`config.mk`:
```
export PLATFORM = sky130hd
export DESIGN_NAME = cid_timing
export DESIGN_NICKNAME = d
export VERILOG_FILES = /design/src/cid_pkg.sv /design/src/cid_decoder.sv /design/src/cid_timing.sv
export SDC_FILE = /design/constraint.sdc
export NUM_CORES = 1
export LEC_CHECK = 0
export BUFFER_PORTS_ARGS = -buffer_cell sky130_fd_sc_hd__buf_2
export CAP_MARGIN = 25
export CORE_MARGIN = 2
export CORE_UTILIZATION = 50
export DETAILED_ROUTE_END_ITERATION = 7
export PLACE_DENSITY = 0.75
export SLEW_MARGIN = 30
export SYNTH_ARGS = -nofsm -noshare
export SYNTH_HDL_FRONTEND = slang
export SYNTH_HIERARCHICAL = 1
export SYNTH_SLANG_ARGS = --single-unit
```
`constraint.sdc`:
```
create_clock -name clk_sys -period 5.2 [get_ports clk_sys]
set_clock_uncertainty 0.15 [all_clocks]
set_input_delay 0.52 -clock clk_sys [delete_from_list [all_inputs] [get_ports clk_sys]]
set_output_delay 0.52 -clock clk_sys [all_outputs]
set_load 0.02 [all_outputs]
```
`src/cid_pkg.sv`:
```
// Shared constants and types for the instruction timing and decode block
package cid_pkg;

  // ------------------------------------------------------------------
  // Special-function space map
  // ------------------------------------------------------------------
  localparam logic [7:0] SFR_DP_LOW = 8'h82;
  localparam logic [7:0] SFR_DP_HIGH = 8'h83;
  localparam logic [7:0] DP_RESET = 8'h00;
  localparam logic [7:0] SFR_UNMAPPED = 8'h00;
  localparam int DIRECT_SPACE_BIT = 7;

  // ------------------------------------------------------------------
  // Opcodes the block singles out
  // ------------------------------------------------------------------
  localparam logic [7:0] OP_UNUSED = 8'ha5;
  localparam logic [7:0] OP_NOP = 8'h00;
  localparam logic [7:0] OP_LOAD_DP = 8'h90;

  // ------------------------------------------------------------------
  // Widths and field positions
  // ------------------------------------------------------------------
  localparam int PC_W = 16;
  localparam int PAGE_LSB = 11;
  localparam int CYC_W = 3;
  localparam int PAGE_OP_MSB = 7;
  localparam int PAGE_OP_LSB = 5;
  localparam logic [CYC_W-1:0] CYC_ONE = 3'h1;

  // Branch class of an instruction
  typedef enum logic [2:0] {
    BR_NONE = 3'b000,
    BR_COND = 3'b001,
    BR_REL = 3'b010,
    BR_PAGE = 3'b011,
    BR_FULL = 3'b100,
    BR_IND = 3'b101,
    BR_RET = 3'b110
  } cid_branch_t;

  // Condition tested by a conditional branch
  typedef enum logic [3:0] {
    C_NONE = 4'b0000,
    C_CARRY = 4'b0001,
    C_NCARRY = 4'b0010,
    C_ZERO = 4'b0011,
    C_NZERO = 4'b0100,
    C_BIT = 4'b0101,
    C_NBIT = 4'b0110,
    C_BITCLR = 4'b0111,
    C_UNEQ = 4'b1000,
    C_DECNZ = 4'b1001
  } cid_cond_t;

  // Sequencer states
  typedef enum logic [0:0] {
    ST_IDLE = 1'b0,
    ST_RUN = 1'b1
  } cid_state_t;

  // One fetched instruction with the address of its first byte
  typedef struct packed {
    logic [7:0] opcode;
    logic [7:0] op1;
    logic [7:0] op2;
    logic [PC_W-1:0] pc;
  } cid_instr_t;

  // Datapath conditions valid in the issue cycle
  typedef struct packed {
    logic carry;
    logic acc_zero;
    logic bit_set;
    logic unequal;
    logic dec_nonzero;
    logic [7:0] acc;
  } cid_flags_t;

  // Decoded properties of one opcode
  typedef struct packed {
    logic known;
    logic [1:0] len;
    logic [CYC_W-1:0] cycles;
    cid_branch_t branch;
    cid_cond_t cond;
    logic rel_in_op2;
    logic call;
    logic has_direct;
  } cid_decode_t;

endpackage

```
`src/cid_decoder.sv`:
```
// Opcode table: byte length, base cycle cost and branch class
module cid_decoder
  import cid_pkg::*;
(
  // Opcode in
  input wire logic [7:0] opcode,
  // Decoded properties out
  output cid_decode_t dec
);

  // Packs one table row; known is always set here
  function automatic cid_decode_t row(input logic [1:0] len,
                                      input logic [CYC_W-1:0] cyc,
                                      input cid_branch_t br,
                                      input cid_cond_t cnd,
                                      input logic rel2,
                                      input logic call,
                                      input logic dir);
    row = '{known: 1'b1, len: len, cycles: cyc, branch: br, cond: cnd,
            rel_in_op2: rel2, call: call, has_direct: dir};
  endfunction

  // ------------------------------------------------------------------
  // Table lookup, wildcard rows cover register and pointer groups
  // ------------------------------------------------------------------
  always_comb begin
    dec = '{known: 1'b0, len: 2'd1, cycles: 3'd1, branch: BR_NONE,
            cond: C_NONE, rel_in_op2: 1'b0, call: 1'b0, has_direct: 1'b0};
    casez (opcode)
      // Logical with immediate into direct byte
      8'h53, 8'h43, 8'h63: dec = row(2'd3, 3'd3, BR_NONE, C_NONE,
                                     1'b0, 1'b0, 1'b1);
      8'h52, 8'h42, 8'h62, 8'h55, 8'h45, 8'h65:
        dec = row(2'd2, 3'd2, BR_NONE, C_NONE, 1'b0, 1'b0, 1'b1);
      8'h54, 8'h44, 8'h64:
        dec = row(2'd2, 3'd2, BR_NONE, C_NONE, 1'b0, 1'b0, 1'b0);
      8'b0101_011?, 8'b0100_011?, 8'b0110_011?:
        dec = row(2'd1, 3'd2, BR_NONE, C_NONE, 1'b0, 1'b0, 1'b0);
      8'b0101_1???, 8'b0100_1???, 8'b0110_1???:
        dec = row(2'd1, 3'd1, BR_NONE, C_NONE, 1'b0, 1'b0, 1'b0);
      // Accumulator only
      8'he4, 8'hf4, 8'h23, 8'h33, 8'h03, 8'h13, 8'hc4:
        dec = row(2'd1, 3'd1, BR_NONE, C_NONE, 1'b0, 1'b0, 1'b0);
      // Bank register moves and exchange
      8'b1110_1???, 8'b1111_1???, 8'b1100_1???:
        dec = row(2'd1, 3'd1, BR_NONE, C_NONE, 1'b0, 1'b0, 1'b0);
      // Indirect pointer moves and exchange
      8'b1110_011?, 8'b1111_011?, 8'b1100_011?:
        dec = row(2'd1, 3'd2, BR_NONE, C_NONE, 1'b0, 1'b0, 1'b0);
      8'h85, 8'h75: dec = row(2'd3, 3'd3, BR_NONE, C_NONE,
                              1'b0, 1'b0, 1'b1);
      8'he5, 8'hf5, 8'hc5, 8'b1000_1???, 8'b1010_1???, 8'b1000_011?,
      8'b1010_011?:
        dec = row(2'd2, 3'd2, BR_NONE, C_NONE, 1'b0, 1'b0, 1'b1);
      8'h74, 8'b0111_1???, 8'b0111_011?:
        dec = row(2'd2, 3'd2, BR_NONE, C_NONE, 1'b0, 1'b0, 1'b0);
      OP_LOAD_DP: dec = row(2'd3, 3'd3, BR_NONE, C_NONE,
                            1'b0, 1'b0, 1'b0);
      8'h93, 8'h83: dec = row(2'd1, 3'd3, BR_NONE, C_NONE,
                              1'b0, 1'b0, 1'b0);
      8'b1110_001?, 8'b1111_001?, 8'he0, 8'hf0:
        dec = row(2'd1, 3'd3, BR_NONE, C_NONE, 1'b0, 1'b0, 1'b0);
      8'hc0, 8'hd0: dec = row(2'd2, 3'd2, BR_NONE, C_NONE,
                              1'b0, 1'b0, 1'b1);
      8'b1101_011?: dec = row(2'd1, 3'd2, BR_NONE, C_NONE,
                              1'b0, 1'b0, 1'b0);
      // Boolean on carry, then on a direct bit
      8'hc3, 8'hd3, 8'hb3: dec = row(2'd1, 3'd1, BR_NONE, C_NONE,
                                     1'b0, 1'b0, 1'b0);
      8'hc2, 8'hd2, 8'hb2, 8'h82, 8'hb0, 8'h72, 8'ha0, 8'ha2, 8'h92:
        dec = row(2'd2, 3'd2, BR_NONE, C_NONE, 1'b0, 1'b0, 1'b1);
      // Conditional jumps on carry or zero accumulator
      8'h40: dec = row(2'd2, 3'd2, BR_COND, C_CARRY, 1'b0, 1'b0, 1'b0);
      8'h50: dec = row(2'd2, 3'd2, BR_COND, C_NCARRY, 1'b0, 1'b0, 1'b0);
      8'h60: dec = row(2'd2, 3'd2, BR_COND, C_ZERO, 1'b0, 1'b0, 1'b0);
      8'h70: dec = row(2'd2, 3'd2, BR_COND, C_NZERO,
                       1'b0, 1'b0, 1'b0);
      // Bit tests
      8'h20: dec = row(2'd3, 3'd3, BR_COND, C_BIT, 1'b1, 1'b0, 1'b1);
      8'h30: dec = row(2'd3, 3'd3, BR_COND, C_NBIT, 1'b1, 1'b0, 1'b1);
      8'h10: dec = row(2'd3, 3'd3, BR_COND, C_BITCLR,
                       1'b1, 1'b0, 1'b1);
      // Compare and branch
      8'hb5: dec = row(2'd3, 3'd4, BR_COND, C_UNEQ, 1'b1, 1'b0, 1'b1);
      8'b1011_011?: dec = row(2'd3, 3'd4, BR_COND, C_UNEQ,
                              1'b1, 1'b0, 1'b0);
      8'hb4, 8'b1011_1???: dec = row(2'd3, 3'd3, BR_COND, C_UNEQ,
                                     1'b1, 1'b0, 1'b0);
      // Decrement and branch
      8'b1101_1???: dec = row(2'd2, 3'd2, BR_COND, C_DECNZ,
                              1'b0, 1'b0, 1'b0);
      8'hd5: dec = row(2'd3, 3'd3, BR_COND, C_DECNZ, 1'b1, 1'b0, 1'b1);
      // Calls and jumps
      8'b???1_0001: dec = row(2'd2, 3'd3, BR_PAGE, C_NONE,
                              1'b0, 1'b1, 1'b0);
      8'h12: dec = row(2'd3, 3'd4, BR_FULL, C_NONE, 1'b0, 1'b1, 1'b0);
      8'h22, 8'h32: dec = row(2'd1, 3'd5, BR_RET, C_NONE,
                              1'b0, 1'b0, 1'b0);
      8'b???0_0001: dec = row(2'd2, 3'd3, BR_PAGE, C_NONE,
                              1'b0, 1'b0, 1'b0);
      8'h02: dec = row(2'd3, 3'd4, BR_FULL, C_NONE, 1'b0, 1'b0, 1'b0);
      8'h80: dec = row(2'd2, 3'd3, BR_REL, C_NONE, 1'b0, 1'b0, 1'b0);
      8'h73: dec = row(2'd1, 3'd3, BR_IND, C_NONE,
                       1'b0, 1'b0, 1'b0);
      // Spare opcode behaves as the idle instruction
      OP_NOP, OP_UNUSED: dec = row(2'd1, 3'd1, BR_NONE, C_NONE,
                                   1'b0, 1'b0, 1'b0);
      default: dec = dec;
    endcase
  end

endmodule // cid_decoder

```
`src/cid_timing.sv`:
```
// Instruction timing sequencer with data pointer pair registers
// ------------------------------------------------------------------
// Top level
// ------------------------------------------------------------------
// Overview of operation
// - Logical immediate into direct: three bytes, cycles
// - Accumulator-only operations: one byte, one cycle
// - Bank register move one cycle, indirect two
// - Direct-to-direct and immediate-to-direct: three, three
// - Pointer pair immediate load: three bytes, cycles
// - Code byte read: one byte, three cycles
// - External data moves: one byte, three cycles
// - Push and pop direct: two bytes, cycles
// - Low nibble exchange: one byte, two cycles
// - Carry ops one cycle, direct bit two
// - Carry or zero jumps: two or three
// - Bit jumps three or four; only the clearing form clears on taken
// - Compare branch: four/five or three/four cycles
// - Decrement branch: register 2/3, direct 3/4
// - Short call three cycles, long call four
// - Both returns: one byte, five cycles
// - Jumps three cycles; full-range jump four
// - Relative target: next instruction plus signed offset
// - Direct address upper half selects function space
// - Page-local target kept in following page
// - Full-range target anywhere in program space
// - Spare opcode acts as no operation
// - Untaken branch one cycle shorter than taken
module cid_timing
  import cid_pkg::*;
(
  // Clock and reset
  input wire logic clk_sys,
  input wire logic rst,
  // Instruction issue
  input wire logic issue_valid,
  input cid_instr_t issue_instr,
  input cid_flags_t issue_flags,
  output logic issue_ready,
  // Completion and branch result
  output logic done,
  output logic taken,
  output logic [PC_W-1:0] next_pc,
  output logic call_push,
  output logic return_pop,
  output logic known,
  output logic [1:0] instr_len,
  output logic [CYC_W-1:0] cycles_used,
  output logic bit_clear,
  // Direct operand address
  output logic dir_valid,
  output logic [7:0] dir_addr,
  output logic dir_is_sfr,
  // Special-function register port
  input wire logic [7:0] sfr_addr,
  input wire logic sfr_wr,
  input wire logic [7:0] sfr_wdata,
  output logic [7:0] sfr_rdata,
  // Data pointer pair
  output logic [7:0] data_pointer_low,
  output logic [7:0] data_pointer_high
);

  // ------------------------------------------------------------------
  // Decode
  // ------------------------------------------------------------------
  cid_decode_t dec;

  cid_decoder u_decoder (
    .opcode (issue_instr.opcode),
    .dec    (dec)
  );

  // ------------------------------------------------------------------
  // Branch evaluation and target formation
  // ------------------------------------------------------------------
  logic accept;
  logic cond_true;
  logic br_taken;
  logic [7:0] rel_byte;
  logic [PC_W-1:0] fall_pc;
  logic [PC_W-1:0] rel_pc;
  logic [PC_W-1:0] page_pc;
  logic [PC_W-1:0] full_pc;
  logic [PC_W-1:0] ind_pc;
  logic [PC_W-1:0] target_pc;
  logic [CYC_W-1:0] total_cyc;

  assign accept = issue_valid & issue_ready;

  // Condition chosen by the decoder, sampled in the issue cycle
  always_comb begin
    case (dec.cond)
      C_CARRY: cond_true = issue_flags.carry;
      C_NCARRY: cond_true = ~issue_flags.carry;
      C_ZERO: cond_true = issue_flags.acc_zero;
      C_NZERO: cond_true = ~issue_flags.acc_zero;
      C_BIT: cond_true = issue_flags.bit_set;
      C_NBIT: cond_true = ~issue_flags.bit_set;
      C_BITCLR: cond_true = issue_flags.bit_set;
      C_UNEQ: cond_true = issue_flags.unequal;
      C_DECNZ: cond_true = issue_flags.dec_nonzero;
      default: cond_true = 1'b0;
    endcase
  end

  // Targets are all formed in parallel; the class picks one
  always_comb begin
    rel_byte = dec.rel_in_op2 ? issue_instr.op2 : issue_instr.op1;
    fall_pc = issue_instr.pc + {{(PC_W-2){1'b0}}, dec.len};
    // Offset counts from the first byte of the next instruction
    rel_pc = fall_pc + {{(PC_W-8){rel_byte[7]}}, rel_byte};
    // Upper page bits come from the following instruction's address
    page_pc = {fall_pc[PC_W-1:PAGE_LSB],
               issue_instr.opcode[PAGE_OP_MSB:PAGE_OP_LSB],
               issue_instr.op1};
    full_pc = {issue_instr.op1, issue_instr.op2};
    ind_pc = {data_pointer_high, data_pointer_low} +
             {{(PC_W-8){1'b0}}, issue_flags.acc};
    case (dec.branch)
      BR_COND: br_taken = cond_true;
      BR_REL, BR_PAGE, BR_FULL, BR_IND, BR_RET: br_taken = 1'b1;
      default: br_taken = 1'b0;
    endcase
    case (dec.branch)
      BR_COND, BR_REL: target_pc = br_taken ? rel_pc : fall_pc;
      BR_PAGE: target_pc = page_pc;
      BR_FULL: target_pc = full_pc;
      BR_IND: target_pc = ind_pc;
      default: target_pc = fall_pc;
    endcase
    // A taken conditional costs one cycle more than its table base
    total_cyc = dec.cycles +
      {{(CYC_W-1){1'b0}}, (dec.branch == BR_COND) & br_taken};
  end

  // ------------------------------------------------------------------
  // Cycle sequencer
  // ------------------------------------------------------------------
  cid_state_t state;
  cid_state_t next_state;
  logic [CYC_W-1:0] cnt;
  logic [CYC_W-1:0] next_cnt;
  logic next_issue_ready;
  logic next_done;
  logic pend_clear;
  logic next_pend_clear;
  logic next_bit_clear;

  // The issue cycle itself counts as the first cycle of execution
  always_comb begin
    next_state = state;
    next_cnt = cnt;
    next_issue_ready = issue_ready;
    next_done = 1'b0;
    next_pend_clear = pend_clear;
    next_bit_clear = 1'b0;
    case (state)
      ST_IDLE: begin
        if (accept) begin
          // Clear only when the tested bit was set and the jump taken
          next_pend_clear = (dec.cond == C_BITCLR) & br_taken;
          if (total_cyc == CYC_ONE) begin
            next_done = 1'b1;
            next_bit_clear = next_pend_clear;
          end else begin
            next_state = ST_RUN;
            next_cnt = total_cyc - CYC_ONE;
            next_issue_ready = 1'b0;
          end
        end
      end
      ST_RUN: begin
        if (cnt == CYC_ONE) begin
          next_state = ST_IDLE;
          next_done = 1'b1;
          next_issue_ready = 1'b1;
          next_bit_clear = pend_clear;
        end
        next_cnt = cnt - CYC_ONE;
      end
      default: begin
        next_state = ST_IDLE;
        next_issue_ready = 1'b1;
      end
    endcase
  end

  always_ff @(posedge clk_sys) begin
    if (rst) begin
      state <= ST_IDLE;
      cnt <= '0;
      issue_ready <= 1'b1;
      done <= 1'b0;
      pend_clear <= 1'b0;
      bit_clear <= 1'b0;
    end else begin
      state <= next_state;
      cnt <= next_cnt;
      issue_ready <= next_issue_ready;
      done <= next_done;
      pend_clear <= next_pend_clear;
      bit_clear <= next_bit_clear;
    end
  end

  // ------------------------------------------------------------------
  // Result registers, held from acceptance to the next acceptance
  // ------------------------------------------------------------------
  logic next_taken;
  logic [PC_W-1:0] next_next_pc;
  logic next_call_push;
  logic next_return_pop;
  logic next_known;
  logic [1:0] next_instr_len;
  logic [CYC_W-1:0] next_cycles_used;
  logic next_dir_valid;
  logic [7:0] next_dir_addr;
  logic next_dir_is_sfr;

  always_comb begin
    next_taken = taken;
    next_next_pc = next_pc;
    next_call_push = call_push;
    next_return_pop = return_pop;
    next_known = known;
    next_instr_len = instr_len;
    next_cycles_used = cycles_used;
    next_dir_valid = dir_valid;
    next_dir_addr = dir_addr;
    next_dir_is_sfr = dir_is_sfr;
    if (accept) begin
      next_taken = br_taken;
      next_next_pc = target_pc;
      next_call_push = dec.call;
      next_return_pop = dec.branch == BR_RET;
      next_known = dec.known;
      next_instr_len = dec.len;
      next_cycles_used = total_cyc;
      next_dir_valid = dec.has_direct;
      next_dir_addr = issue_instr.op1;
      // Lower half is data RAM, upper half the function space
      next_dir_is_sfr = issue_instr.op1[DIRECT_SPACE_BIT];
    end
  end

  always_ff @(posedge clk_sys) begin
    if (rst) begin
      taken <= 1'b0;
      next_pc <= '0;
      call_push <= 1'b0;
      return_pop <= 1'b0;
      known <= 1'b0;
      instr_len <= '0;
      cycles_used <= '0;
      dir_valid <= 1'b0;
      dir_addr <= '0;
      dir_is_sfr <= 1'b0;
    end else begin
      taken <= next_taken;
      next_pc <= next_next_pc;
      call_push <= next_call_push;
      return_pop <= next_return_pop;
      known <= next_known;
      instr_len <= next_instr_len;
      cycles_used <= next_cycles_used;
      dir_valid <= next_dir_valid;
      dir_addr <= next_dir_addr;
      dir_is_sfr <= next_dir_is_sfr;
    end
  end

  // ------------------------------------------------------------------
  // Data pointer pair and function-space port
  // ------------------------------------------------------------------
  logic [7:0] next_dp_low;
  logic [7:0] next_dp_high;
  logic [7:0] next_sfr_rdata;
  logic load_dp;

  // Instruction load wins over a port write in the same cycle
  always_comb begin
    load_dp = accept & (issue_instr.opcode == OP_LOAD_DP);
    next_dp_low = data_pointer_low;
    next_dp_high = data_pointer_high;
    if (load_dp) begin
      next_dp_high = issue_instr.op1;
      next_dp_low = issue_instr.op2;
    end else if (sfr_wr) begin
      if (sfr_addr == SFR_DP_LOW) next_dp_low = sfr_wdata;
      if (sfr_addr == SFR_DP_HIGH) next_dp_high = sfr_wdata;
    end
    // Unmapped addresses read back as zero
    case (sfr_addr)
      SFR_DP_LOW: next_sfr_rdata = data_pointer_low;
      SFR_DP_HIGH: next_sfr_rdata = data_pointer_high;
      default: next_sfr_rdata = SFR_UNMAPPED;
    endcase
  end

  always_ff @(posedge clk_sys) begin
    if (rst) begin
      data_pointer_low <= DP_RESET;
      data_pointer_high <= DP_RESET;
      sfr_rdata <= SFR_UNMAPPED;
    end else begin
      data_pointer_low <= next_dp_low;
      data_pointer_high <= next_dp_high;
      sfr_rdata <= next_sfr_rdata;
    end
  end

endmodule // cid_timing

```
; Yosys cells after proc, flatten, opt, wreduce, memory -nomap -nowiden
; Index checks and enable logic that the tools add are counted.
; W data, S select, Z words.
[totals]
ff_bits = 67
inputBits = 73
out_inout_bits = 62
elab_cells = 194
[op_classes]
n_addsub = 6
eq_ne = 109
mux = 32
bitwise_logic = 8
n_reduce_logical = 20
[op_table]
columns = op, count
row1 = $pmux W16 S26, 1
row2 = $eq A8 B8 Y1 const B, 32
row3 = $eq A8 B7 Y1 const B, 20
row4 = $pmux W16 S4, 1
row5 = $eq A7 B7 Y1 const B, 9
row6 = $mux W8, 7
row7 = $eq A8 B6 Y1 const B, 6
row8 = $eq A5 B5 Y1 const B, 8
row9 = $eq A7 B6 Y1 const B, 4
row10 = $eq A8 B5 Y1 const B, 3
row11 = $reduce_or A24 Y1, 1
row12 = $eq A5 B4 Y1 const B, 4
row13 = $reduce_or A18 Y1, 1
row14 = $add A16 B16 Y16, 1
row15 = $add A16 B2 Y16, 1
row16 = $add A16 B8 Y16, 1
row17 = $eq A4 B3 Y1 const B, 4
row18 = $eq A8 B2 Y1 const B, 2
row19 = $mux W16, 1
row20 = $pmux W8 S2, 1
row21 = $mux W1, 12
row22 = $reduce_or A6 Y1, 2
row23 = $pmux W1 S2, 5
row24 = $reduce_or A5 Y1, 2
row25 = other kinds (22), 46

; Depth between registers and ports, before layout
[logic_depth]
ltp_word = 13
ltp_mapped = 22
depth_no_buf = 20

; Cells and area by module
; The synthesis kept the hierarchy.
[by_module_without_submodules]
columns = mod, n_inst, cells_each, area_each_um2, seq_area_each_um2
row1 = cid_timing, 1, 640, 4897.2, 1321.3
row2 = cid_decoder, 1, 130, 847.1, 0.0

; Least setup slack after synthesis
; OpenSTA, ideal clock, no wires.
[synth_path]
path_type = input to register
start = input issue_instr[39] (netlist bit)
end = register next_pc[14]
setup_ps = 116
t_arrival_ps = 4291
t_required_ps = 4934
setup_slack_ps = 643
path_stages = 20
n_path_buf = 2
path_cell_list = buf_2 clkbuf_1 nor2_1 a22oi_1 o211ai_1 nor3_1 nand3_1 ha_1 a21oi_1 nor4b_1 xor2_1 ha_1 o211ai_1 or3_1 o22ai_1 nor3_1 a21oi_1 a31oi_1 mux2i_1 nor2_1
[synth_lines]
columns = item, line_no
row1 = from (decl), cid_timing.sv:37  ; input cid_instr_t issue_instr,
row2 = to (signal assigned), cid_timing.sv:261  ; next_pc <= next_next_pc;
row3 = to (decl), cid_timing.sv:43  ; output logic [PC_W-1:0] next_pc,

==> reports/summary.txt <==
# H-tree levels: 3
Initial Util: 50.74%
Seq pwr share: 32.6%
fin. max-slew vios: 0
max_cap viols: 0
first-pass GRT wire length: 29980 µm
crit path capture type: register
main flop type after synthesis: dfxtp_1
CTS Buf Count: 9
layout cell share with drive strength beyond 1: 22.06%
Pre-antenna DRT Iters: 7
CTS tree: done
initial antenna violation count: 0
synth warn: 6
Lkg Pwr: 2.966 nW
Via density: 6.143
most common cell after layout, fill and taps aside: buf_2
Mapped Nets: 876
placed cell count: 1029
Max-slew headroom: 36.66%
internal power: 1.128 mW
number of port buffers: 134
final design utilization: 60.72%
compound-gate portion of the synthesized area: 27.73%
post-DP HPWL: 14140 µm
Synth Area in Simple Gates: 25.16%
Post-Synth XOR/XNOR Area: 6.556%
largest net degree at the start of global routing: 39
total power draw: 1.730 mW
Area Overhead vs Synth: 19.67%
Hold Path Cell Cnt: 3
main combinational cell family by area after synthesis: compound AO/OA/AOI/OAI gates
gr usage total: 29.62%
post-synthesis adder-cell area fraction: 7.929%
Yosys cell types: 83
worst-path maximum fanout: 19
register clock-pin slew on the reported worst setup and hold paths: 0.06 ns
clk sinks: 66
flop2flop setup slack: 2.34 ns
area of placed instances: 6574 µm²
Final #Nets: 1003
crit path DAT: 4.87 ns
pre-CTS setup slack: 0.06879 ns
Final Cycle Share: 91.98%
synthesized area per cell: 7.460 µm²
number of synthesized flops with an enable pin: 0
sequential area share after synthesis: 23.00%
CP required: 5.29 ns
Worst VDD drop: 264.7 µV
Final ANT Viol Nets: 0
class of the worst hold path: input pin to register
final wirelength: 18820 µm
most frequent cells in the layout: buf_2, nand2_1, a21oi_1, nor2_1, dfxtp_1
post-synth top area share: 23.00%
GPL Wtd Cong: 0.9827
Die Area: 12360 µm²
via count: 6419
final setup vio count: 0
Synth async-reset ratio: 0%
Yosys reg bits: 66
Area contributors post-synth: dfxtp_1, a21oi_1, ha_1
post-route insts no fill: 1045
Finished Cell Area: 6874 µm²
FMAX: 209.1 MHz
core region area: 11320 µm²
Yosys top cell by area: dfxtp_1
Setup Crit Path Kind: input pin to register
RSZ-0062 raised after global routing: false
Clock power frac: 35.2%
CP startpoint kind: input pin
post-synthesis mux area share: 4.051%
global route overflow: 0
first-iteration detailed-routing DRC count: 622
Post-Syn Area: 5744 µm²
hold path startpoint: sfr_wdata[4]
I/O pin total: 135
PD cells: 251.7 nW/µm²
setup TNS: 0 ns
Die H: 111.2 µm
worst hold margin: 0.2776 ns
switch share: 34.81%
status: finished, final reports clean
Fin. Hold Viols: 0
P_sw: 0.6022 mW
die width: 111.2 µm
Logic pwr share: 32.3%
crit path time final: 4.783 ns
clk_lat worst skew: 0.35 ns
R2R cell count: 10
final worst setup slack: 0.4169 ns
post-CTS setup buffer count: 0
Diodes inserted: 0
Root Buffer: clkbuf_16
Slew @ Worst Pin: 0.9457 ns
Std-Cell Rows: 39
vias in the first global route: 5971
RR Startpoint: data_pointer_low[0]
filler instances: 1085
routed len/inst: 18.01 µm
clk buf depth: 2
Post-Syn Instances: 770
DRC: 0
crit path from: issue_instr[33]
## cells by family after synthesis
family / Yosys count
AND/OR/NAND/NOR: 292
flip-flops: 66
multiplexers: 22
XOR/XNOR: 43
buffers and inverters: 71
AO/OA/AOI/OAI: 241
adder cells (fa/ha/maj): 35
## path summary, 6_finish.rpt
path                               to
setup / recovery          next_pc[14]
hold / removal    data_pointer_low[4]
setup reg to reg          next_pc[14]
hold reg to reg             dir_valid
## cell usage after synthesis (8+ instances only)
cell type,n
o22ai_1,11
nand3_1,16
a21o_1,8
o211ai_1,14
nand2b_1,13
mux2i_1,14
a22oi_1,19
dfxtp_1,66
a211oi_1,10
o21ai_0,26
buf_2,10
ha_1,30
nor3_1,23
nand2_1,95
nor2_1,78
xor2_1,19
a21oi_1,78
inv_1,22
xnor2_1,24
and3_1,9
clkbuf_1,26
## final cells by class
| type | instances | area, µm² | share of cell area (%) |
|---|---|---|---|
| Multi-Input combinational cell | 633 | 4115 | 59.87 |
| Sequential cell | 66 | 1321 | 19.22 |
| Timing Repair Buffer | 161 | 873.3 | 12.70 |
| Clock buffer | 11 | 232.7 | 3.386 |
| Tap cell | 143 | 178.9 | 2.603 |
| Inverter | 26 | 97.59 | 1.420 |
| Clock inverter | 5 | 55.05 | 0.8009 |
## flip-flops by register name, indices dropped and copies added, names as in the netlist, 2 cells and up
signal,cells
dir_addr,8
sfr_rdata,8
instr_len,2
cnt,3
cycles_used,3
data_pointer_high,8
data_pointer_low,8
next_pc,16
## routing by layer
metal  share of wire, %  track usage (%)
met2                 46            47.28
met3                8.5            6.780
met1                 43            38.89
met4                2.8            11.52
met5                  0                0
## worst max-delay path, stage by stage
cell and delay [ns]:
buf_2 0.28, and4bb_1 0.35, a22oi_1 0.28, o211ai_1 0.16
nor3_1 0.26, nand3_1 0.18, buf_4 0.19, fa_1 0.45
nand3_1 0.15, nor2_1 0.07, xor2_1 0.15, ha_1 0.33
a21oi_1 0.16, nor2b_1 0.25, o22ai_1 0.11, nor3_1 0.30
a21oi_1 0.16, a31oi_1 0.26, mux2i_1 0.21, nor2_1 0.06
## what timing repair did
| action | 4_1_cts | 5_1_grt |
|---|---|---|
| hold buffers | 0 | 0 |
| endpoints found under the setup margin | 0 | 3 |
| resized for setup | 0 | 2 |
## power by group through the flow
stage               clock [mW]  sequential, mW  combinational (mW)
finish                   0.608           0.563               0.558
global route             0.638           0.567               0.610
CTS                      0.613           0.563               0.547
detailed placement           0           0.574               0.543
global placement             0           0.573               0.539
floorplan                    0           0.601               0.347
Power figures use the tool's default switching activity.
